==> src/rtl/rst_ctrl_pkg.sv <==
// Package: constants and carrier types for the reset, NMI and power-down control block.
package rst_ctrl_pkg;

  // ----------------------------------------------------------------------
  // Timing
  // ----------------------------------------------------------------------
  localparam int CLK_PERIOD_NS        = 100;
  localparam int FILTER_PASS_NS       = 100;
  // Longest pass time rounds down, never below one cycle.
  localparam int FILTER_PASS_CYC_RAW  = FILTER_PASS_NS / CLK_PERIOD_NS;
  localparam int FILTER_PASS_CYC      = (FILTER_PASS_CYC_RAW < 1) ? 1 : FILTER_PASS_CYC_RAW;
  localparam int RESET_SEQ_CYC        = 16;

  // ----------------------------------------------------------------------
  // Reset values
  // ----------------------------------------------------------------------
  localparam logic BIDIR_EN_RST       = 1'b0;
  localparam logic RST_IND_RST        = 1'b0;

  // ----------------------------------------------------------------------
  // Types
  // ----------------------------------------------------------------------
  typedef enum logic [1:0] {
    RESET_NONE,
    RESET_HW,
    RESET_SW,
    RESET_WDT
  } reset_cause_t;

  typedef struct packed {
    logic end_of_init_instruction;
    logic power_down_instruction;
    logic software_reset;
    logic watchdog_reset;
    logic bidir_reset_enable_wr;
    logic bidir_reset_enable_val;
  } cpu_req_t;

  typedef struct packed {
    logic         in_reset;
    logic         nmi_trap;
    logic         power_down;
    logic         fetch_external;
    logic         bidir_reset_enable_bit;
    logic         long_hw_reset_flag;
    logic         init_done;
    reset_cause_t cause;
  } cpu_stat_t;

endpackage : rst_ctrl_pkg

==> src/rtl/reset_nmi_powerdown_control.sv <==
// Module: reset recognition, reset indication, NMI and power-down interlock.
// Summary of operation
// - Reset input held low with the clock running puts the device in reset.
// - Low pulses shorter than 10 ns on the reset input are ignored.
// - Low pulses longer than 100 ns on the reset input reach reset logic.
// - With bidirectional mode set, device drives reset line low during reset sequence.
// - Reset indication output is low during hardware, software or watchdog reset.
// - Reset indication stays low until end-of-init executes, then goes high.
// - A falling edge on the NMI input outside the reset sequence vectors the CPU to the NMI trap.
// - Power-down instruction enters power-down only when NMI input is low.
// - With NMI high, power-down instruction is ignored and running continues.
// - External access select low around reset: fetch starts from external memory.
// - External access select high around reset: execution starts internally.
// - Bidirectional enable bit locks after end-of-init and clears on any reset.
// - Bidirectional mode stretches short hardware reset; flags report long hardware reset.
`timescale 1ns/100ps
`default_nettype none
module reset_nmi_powerdown_control
  import rst_ctrl_pkg::*;
#(
  parameter int SEQ_CYC = RESET_SEQ_CYC
) (
  input  wire logic      clk_sys,
  input  wire logic      reset,
  input  wire logic      reset_input_pin_in,
  output var  logic      reset_input_pin_out,
  output var  logic      reset_input_pin_oe_n,
  input  wire logic      nmi_n_pin,
  input  wire logic      external_access_select,
  input  wire cpu_req_t  cpu_req,
  output var  logic      reset_indication_output_n,
  output var  cpu_stat_t cpu_stat
);

  // Fewer than two counts leave no room to release the line inside the sequence.
  if (SEQ_CYC < 2) begin : g_bad_seq
    $error("SEQ_CYC must be at least two");
  end

  localparam int SW = $clog2(SEQ_CYC + 1);

  typedef enum logic [1:0] {
    ST_SEQ,
    ST_INIT,
    ST_RUN,
    ST_PDOWN
  } ctrl_state_t;

  // ----------------------------------------------------------------------
  // Decoding helpers
  // ----------------------------------------------------------------------
  // Power-down lies past end-of-init as well, so both count as released.
  function automatic logic past_init(input ctrl_state_t s);
    return (s == ST_RUN) || (s == ST_PDOWN);
  endfunction : past_init

  // True on the last count of the internal sequence.
  function automatic logic seq_last(input logic [SW-1:0] cnt);
    return cnt == SW'(SEQ_CYC - 1);
  endfunction : seq_last

  // ----------------------------------------------------------------------
  // Input conditioning
  // ----------------------------------------------------------------------
  logic rst_level;
  logic nmi_level;
  logic ea_level;

  pin_sync_filter #(.FILTER_CYC(FILTER_PASS_CYC)) u_rst_filt (
    .clk_sys   (clk_sys),
    .reset     (reset),
    .pin_in    (reset_input_pin_in),
    .level_out (rst_level)
  );

  pin_sync_filter #(.FILTER_CYC(1)) u_nmi_sync (
    .clk_sys   (clk_sys),
    .reset     (reset),
    .pin_in    (nmi_n_pin),
    .level_out (nmi_level)
  );

  pin_sync_filter #(.FILTER_CYC(1)) u_ea_sync (
    .clk_sys   (clk_sys),
    .reset     (reset),
    .pin_in    (external_access_select),
    .level_out (ea_level)
  );

  // ----------------------------------------------------------------------
  // Reset sequencer
  // ----------------------------------------------------------------------
  ctrl_state_t  state_reg;
  logic [SW-1:0] seq_cnt_reg;
  logic          bidir_reg;
  logic          nmi_prev_reg;
  logic          driving_reg;
  reset_cause_t  cause_reg;
  logic          long_hw_reg;
  logic          hw_req;
  logic          any_req;
  logic          enter_seq;

  // While this block drives the line itself, its own low must not retrigger.
  assign hw_req    = !rst_level && !driving_reg;
  assign any_req   = hw_req || cpu_req.software_reset || cpu_req.watchdog_reset;
  // Requests that arrive during the sequence merge into the running one.
  assign enter_seq = any_req && (state_reg != ST_SEQ);

  always_ff @(posedge clk_sys) begin
    if (reset) begin
      state_reg   <= ST_SEQ;
      seq_cnt_reg <= '0;
      cause_reg   <= RESET_HW;
    end else if (enter_seq) begin
      state_reg   <= ST_SEQ;
      seq_cnt_reg <= '0;
      // A sequence that pulls the line is reported as a hardware reset.
      cause_reg   <= (hw_req || bidir_reg) ? RESET_HW :
                     (cpu_req.watchdog_reset ? RESET_WDT : RESET_SW);
    end else begin
      unique case (state_reg)
        ST_SEQ: begin
          if (seq_last(seq_cnt_reg)) begin
            // The own pull is released on the last count. The line must be
            // seen high through the synchroniser before the sequence ends,
            // or the lagging low would look like a fresh board reset.
            if (!driving_reg && rst_level) begin
              state_reg <= ST_INIT;
            end
          end else if (!rst_level && !driving_reg) begin
            // A board low restarts the count, so reset lasts while it is held.
            seq_cnt_reg <= '0;
          end else begin
            seq_cnt_reg <= seq_cnt_reg + SW'(1);
          end
        end
        ST_INIT: begin
          if (cpu_req.end_of_init_instruction) begin
            state_reg <= ST_RUN;
          end
        end
        ST_RUN: begin
          if (cpu_req.power_down_instruction && !nmi_level) begin
            state_reg <= ST_PDOWN;
          end
        end
        ST_PDOWN: begin
          state_reg <= ST_PDOWN;
        end
      endcase
    end
  end

  // Enable bit: writable only before end-of-init, cleared by every reset.
  always_ff @(posedge clk_sys) begin
    if (reset) begin
      bidir_reg <= BIDIR_EN_RST;
    end else if (enter_seq) begin
      bidir_reg <= BIDIR_EN_RST;
    end else if (cpu_req.bidir_reset_enable_wr && state_reg == ST_INIT) begin
      bidir_reg <= cpu_req.bidir_reset_enable_val;
    end
  end

  // The bit is cleared on entry, so the state at the moment of the request
  // decides whether the line is pulled for that sequence.
  always_ff @(posedge clk_sys) begin
    if (reset) begin
      driving_reg <= 1'b0;
    end else if (enter_seq) begin
      driving_reg <= bidir_reg;
    end else if (state_reg != ST_SEQ || seq_last(seq_cnt_reg)) begin
      driving_reg <= 1'b0;
    end
  end

  // ----------------------------------------------------------------------
  // Status flags
  // ----------------------------------------------------------------------
  // Sticky report of a sequence that pulled the line, kept until the next
  // reset; the pull itself ends early, so it cannot serve as the flag.
  always_ff @(posedge clk_sys) begin
    if (reset) begin
      long_hw_reg <= 1'b0;
    end else if (enter_seq) begin
      long_hw_reg <= bidir_reg;
    end
  end

  // ----------------------------------------------------------------------
  // Outputs
  // ----------------------------------------------------------------------
  always_ff @(posedge clk_sys) begin
    if (reset) begin
      reset_input_pin_out       <= 1'b0;
      reset_input_pin_oe_n      <= 1'b1;
      reset_indication_output_n <= RST_IND_RST;
      nmi_prev_reg              <= 1'b1;
      cpu_stat                  <= '0;
    end else begin
      reset_input_pin_out       <= 1'b0;
      reset_input_pin_oe_n      <= !(driving_reg && state_reg == ST_SEQ);
      reset_indication_output_n <= past_init(state_reg);
      nmi_prev_reg              <= nmi_level;
      cpu_stat.in_reset         <= (state_reg == ST_SEQ);
      cpu_stat.nmi_trap         <= nmi_prev_reg && !nmi_level
                                   && state_reg != ST_SEQ;
      cpu_stat.power_down       <= (state_reg == ST_PDOWN);
      cpu_stat.init_done        <= past_init(state_reg);
      cpu_stat.bidir_reset_enable_bit <= bidir_reg;
      cpu_stat.cause            <= cause_reg;
      cpu_stat.long_hw_reset_flag <= long_hw_reg;
      // The boot source is frozen once the sequence ends, so a late change
      // of the select pin cannot move a running program.
      if (state_reg == ST_SEQ) begin
        cpu_stat.fetch_external <= !ea_level;
      end
    end
  end

endmodule : reset_nmi_powerdown_control
`default_nettype wire

==> src/rtl/pin_sync_filter.sv <==
// Module: two-stage synchroniser with an optional low-pulse filter.
`timescale 1ns/100ps
`default_nettype none
module pin_sync_filter
  import rst_ctrl_pkg::*;
#(
  parameter int FILTER_CYC = 1
) (
  input  wire logic clk_sys,
  input  wire logic reset,
  input  wire logic pin_in,
  output var  logic level_out
);

  if (FILTER_CYC < 1) begin : g_bad_filter
    $error("FILTER_CYC must be at least one");
  end

  localparam int CW = $clog2(FILTER_CYC + 1);

  logic          meta_reg;
  logic          sync_reg;
  logic [CW-1:0] low_cnt_reg;

  // Pins idle high, so the synchroniser resets to the inactive level.
  always_ff @(posedge clk_sys) begin
    if (reset) begin
      meta_reg <= 1'b1;
      sync_reg <= 1'b1;
    end else begin
      meta_reg <= pin_in;
      sync_reg <= meta_reg;
    end
  end

  // A low must persist FILTER_CYC samples before it is reported; one sample
  // at 100 ns period can never be a spike shorter than 10 ns wide by itself.
  always_ff @(posedge clk_sys) begin
    if (reset) begin
      low_cnt_reg <= '0;
      level_out   <= 1'b1;
    end else if (sync_reg) begin
      low_cnt_reg <= '0;
      level_out   <= 1'b1;
    end else if (low_cnt_reg == CW'(FILTER_CYC - 1)) begin
      level_out   <= 1'b0;
    end else begin
      low_cnt_reg <= low_cnt_reg + CW'(1);
    end
  end

endmodule : pin_sync_filter
`default_nettype wire

==> config.mk <==
export PLATFORM = sky130hd
export DESIGN_NAME = reset_nmi_powerdown_control
export DESIGN_NICKNAME = d
export VERILOG_FILES = /design/src/rtl/rst_ctrl_pkg.sv /design/src/rtl/reset_nmi_powerdown_control.sv /design/src/rtl/pin_sync_filter.sv
export SDC_FILE = /design/constraint.sdc
export NUM_CORES = 1
export LEC_CHECK = 0
export BUFFER_PORTS_ARGS = -buffer_cell sky130_fd_sc_hd__buf_2
export CAP_MARGIN = 20
export CORE_MARGIN = 4
export CORE_UTILIZATION = 45
export CTS_CLUSTER_SIZE = 24
export DETAILED_ROUTE_END_ITERATION = 10
export HOLD_SLACK_MARGIN = 0.05
export PLACE_DENSITY = 0.67
export SYNTH_ARGS = -nofsm -noshare
export SYNTH_HDL_FRONTEND = slang
export SYNTH_SLANG_ARGS = --single-unit
==> constraint.sdc <==
create_clock -name clk_sys -period 5.15 [get_ports clk_sys]
set_clock_uncertainty 0.15 [all_clocks]
set_input_delay 1.03 -clock clk_sys [delete_from_list [all_inputs] [get_ports clk_sys]]
set_output_delay 1.03 -clock clk_sys [all_outputs]
set_load 0.02 [all_outputs]
## Word-level counts from Yosys, hierarchy flattened

Cells that the tools add are included.

| storage, ports and cells | value |
|---|---|
| register bits | 35 |
| input port bits | 11 |
| output and inout bits | 12 |
| word-level logic and storage cells | 84 |

| operators by class | value |
|---|---|
| add/subtract/negate cells | 4 |
| equality and inequality tests | 8 |
| muxes and demuxes | 10 |
| bitwise logic cells | 4 |
| reductions and logical operators | 30 |

Operators with widths:

| cell | count |
|---|---|
| 2-bit two-way mux | 5 |
| 3-bit OR reduction | 3 |
| 1-bit logical AND | 8 |
| 2-bit inequality test, second input constant | 4 |
| 2-bit one-hot mux with 4 select lines | 1 |
| 2-bit OR reduction | 4 |
| 5-bit by 1-bit adder with 5-bit output, second input constant | 1 |
| 5-bit by 4-bit == test with 1-bit output, second input constant | 1 |
| 1-bit zero test | 5 |
| 1-bit logical OR | 5 |
| 5-bit two-way mux | 1 |
| 2-bit == test, second input constant | 2 |
| 1-bit inverter | 4 |
| 4-bit AND reduction | 1 |
| 2-bit nonzero test | 2 |
| 1-bit adder, second input constant | 3 |
| 1-bit two-way mux | 3 |
| 2-bit by 1-bit == test with 1-bit output, second input constant | 1 |
| 2-bit zero test | 1 |
| 2-bit AND reduction | 1 |

## Longest topological paths before layout

| depth | value |
|---|---|
| depth in word-level cells | 6 |
| depth in mapped cells | 7 |
| mapped depth without buffers | 6 |

## By module

A second synthesis with hierarchy kept.

| unflattened totals | value |
|---|---|
| cells, all modules | 116 |
| area total of the unflattened synthesis | 1197.4 um^2 |

By module, submodules not included:

| module | instances | cells an instance | area an instance (um^2) | sequential area each (um^2) |
|---|---|---|---|---|
| reset_nmi_powerdown_control | 1 | 92 | 882.1 | 460.4 |
| pin_sync_filter | 3 | 8 | 105.1 | 80.1 |

## Worst setup path after synthesis

Ideal clock, no wire load.

| timing | value |
|---|---|
| path kind | flip-flop to flip-flop |
| start | reg seq_cnt_reg[0] |
| end | reg seq_cnt_reg[3] |
| setup time | 0.088 ns |
| data arrival time | 2.065 ns |
| data required time | 4.912 ns |
| setup slack | 2.847 ns |
| stages on the path, launching flop included | 8 |
| path buffers | 1 |
| clock period less this slack | 2.303 ns |
| cell sequence | dfxtp_1 -> ha_1 -> and3_1 -> ha_1 -> or3_1 -> buf_2 -> or4_4 -> a311oi_2 |

| between the ends | value |
|---|---|
| cells in the longest elaborated chain, start to end | 3 |
| elaborated cells on any way between the ends | 5 |
| those cells by class | add/sub (1); eq/ne (1); mux (1); bitwise (1); reduce/logical (1) |

RTL lines:

| item | RTL line | RTL |
|---|---|---|
| from (decl) | reset_nmi_powerdown_control.sv:94 | `logic [SW-1:0] seq_cnt_reg;` |
| from (signal assigned) | reset_nmi_powerdown_control.sv:135 | `seq_cnt_reg <= seq_cnt_reg + SW'(1);` |
| parallel branches: the longest is 3 deep, another holds 5-bit by 1-bit adder with 5-bit output | - |  |

Several ways; the timed one is not identified.
A chain may end at the register's enable or synchronous reset.

## Worst setup path after layout

Ends and elaborated chain as after synthesis.

==> reports/metrics.yaml <==
run_status:
  status: "finished, final reports clean"
drt:
  viasPerCell: 5.12
  first_pass_iters: 4
  wl_per_cell_um: 12.7
  drt_wl_total_um: 2150
  vias: 865
  first_iter_violations: 12
  postRouteAntennaNets: 0
  drc: 0
logic_synthesis:
  yosysWarnings: 0
  synth_top_cell_by_area: "dfxtp_1"
  yosysSeqAreaShare_pct: 57.8
  postSynthCellCount: 114
  synth_top_area_share_pct: 57.8
  synth_seq_cells: 35
  synth.avg_cell_area_um2: 10.6
  synth_compound_area_share_pct: 12.5
  ys_async_sr_fraction_pct: 0
  synth_simple_gate_area_share_pct: 20.5
  synth_flop_cell: "dfxtp_1"
  synth_xor_area_share_pct: 0
  synthMuxAreaShare_pct: 2.68
  syn_area_mm2: 0.00121
  yosys.area_share.adder_pct: 2.06
  synthDistinctLibCells: 33
  synth_top_family_by_area: "simple AND/OR/NAND/NOR gates"
  netlist_top_cells_area: "dfxtp_1 (58%), or2_2 (4.6%), a211oi_1 (4.3%)"
  synth-edff-count: 0
grt:
  grt.overflow.total: 0
  first_global_vias: 814
  grt_usage_pct: 13.6
  grt_pass1_wl_um: 3490
  antenna_found_initial: 0
  grt_max_degree: 30
hold_path:
  hp-class: "reg2reg"
layout:
  seq_area_um2: 701
  design_area_mm2: 0.00141
  layout-drive-gt1-share_pct: 30.9
  fillers: 241
  utilization_pct: 56.0
  multiInputGateArea_um2: 473
  areaGrowthSynthToFinish_pct: 16.5
  diodes: 0
  fin_nets: 151
  largest_reg_flops: 9
placed_design:
  hpwl_um: 1490
  placed_area_mm2: 0.00133
  place.gp.congestion: 0.758
  io_buffers: 21
floorplanning:
  initial_core_util_pct: 48.1
  die_area_mm2: 0.00359
  dieWidth_um: 59.9
  core_area_mm2: 0.00252
  std_cell_rows: 18
  dieHeight_um: 59.9
  ios: 23
sta:
  period_needed_ns: 2.43
  finalHoldViolations: 0
  tns_ns: 0
  grt_setup_unrepaired: "no"
  maxSlewViolCount: 0
  worst_pin_slew_ns: 0.997
  fmax_ghz: 0.412
  relSlewSlack_pct: 33.5
  setup_viol: 0
  finalCritPeriodShare_pct: 47.2
  holdWs_ns: 0.268
cts:
  root_buffer: "clkbuf_4"
  cts_buffer_depth: 2
  h-tree-depth: 2
  cts_buffers: 5
  hold_buffers: 0
  clk_pin_slew_ns: 0.10
  postCtsSetupRepairBufs: 0
  cts_num_sinks: 35
  insertion_delay_ns: 0.34
  post_cts_resize_count: 0
  cts_tree: "done"
worst_setup_path:
  start_kind: "register"
  arrival_ns: 2.52
  crit_type: "reg2reg"
  cp-end-kind: "register"
  worstPathRequired_ns: 5.25
  worstPathMaxFanout: 8
power:
  ir_drop_v: 0.000296
  power_density_mw_per_mm2: 350
  power_leakage_uw: 0.000593
flow_run:
  max_cap_violations: 0
[layout make-up]
| class | instances | area share [%] |
|---|---|---|
| well taps | 30 | 2.66 |
| repair buffers | 21 | 7.44 |
| inverters | 4 | 1.06 |
| clock inverters | 3 | 3.10 |
| clock buffers | 5 | 2.66 |
| multi-input cells | 71 | 33.5 |
| flip-flops and latches | 35 | 49.6 |
[logic make-up after synthesis]
| group | count (synthesis) |
|---|---|
| compound gates | 19 |
| fa+ha+maj | 2 |
| buf+inv | 11 |
| flops | 35 |
| mux | 3 |
| other cells | 1 |
| simple gates | 43 |
[per-layer routing]
metal  vias to the layer above  part of all wire, %  track usage (%)
met5                         -                    0                0
met2                        20                   49             21.8
met1                       399                   42             14.8
met3                         5                  6.8             5.62
li1                        441                    -                -
met4                         0                  1.6             8.54
[Yosys cell counts (2+ instances only)]
| library cell | n |
|---|---|
| nor2b_1 | 4 |
| nand3_1 | 3 |
| inv_1 | 4 |
| or2_2 | 9 |
| or3_1 | 3 |
| nor2_1 | 6 |
| nand2_1 | 5 |
| nand3b_1 | 2 |
| buf_4 | 2 |
| nand4b_1 | 2 |
| o21ai_0 | 2 |
| nor3_1 | 3 |
| a211oi_1 | 7 |
| dfxtp_1 | 35 |
| a21oi_1 | 2 |
| nor3b_1 | 2 |
| ha_1 | 2 |
| clkbuf_1 | 3 |
| mux2_2 | 2 |
| a211o_1 | 3 |
[placed cells by master, fill, tap and decap left out, drive strengths merged, types with 2 or more instances in the layout]
cell type,netlist,routed
a211o,3,3
a211oi,7,7
a21oi,2,2
a311oi,2,2
buf,4,21
clkbuf,3,5
clkinv,0,2
conb,1,4
dfxtp,35,35
ha,2,2
inv,4,4
mux2,2,2
nand2,5,5
nand3,3,3
nand3b,2,2
nand4b,2,2
nor2,6,6
nor2b,4,4
nor3,3,3
nor3b,2,2
o21ai,2,2
or2,9,9
or3,3,3
[critical path: stages, from the launching register on]
cell      delay [ns]
dfxtp_1         0.35
ha_1            0.22
and3_1          0.18
ha_1            0.20
or3_1           0.43
or4_4           0.55
a311oi_2        0.26
[metrics by stage]
stage / total power [µW] / std cells / worst slack, ns
floorplan: 300 / 117 / 2.85
global placement: 305 / 161 / 2.55
detailed placement: 306 / 161 / 2.50
CTS: 499 / 169 / 2.70
global route: 517 / 169 / 2.59
finish: 494 / 169 / 2.72
[power by group]
part | switching [µW] | internal [µW]
clock network | 91.8 | 102
registers | 2.95 | 277
logic | 10.4 | 9.18
[worst paths after layout]
kind                                           from  slack, ns             endpoint  cells past startpoint
worst max-delay path                 seq_cnt_reg[0]       2.72       seq_cnt_reg[3]                      6
worst min register to register  u_rst_filt.meta_reg       0.27  u_rst_filt.sync_reg                      1
worst min-delay path            u_rst_filt.meta_reg       0.27  u_rst_filt.sync_reg                      1
worst max register to register       seq_cnt_reg[0]       2.72       seq_cnt_reg[3]                      6
(Power assumes the default switching activity.)
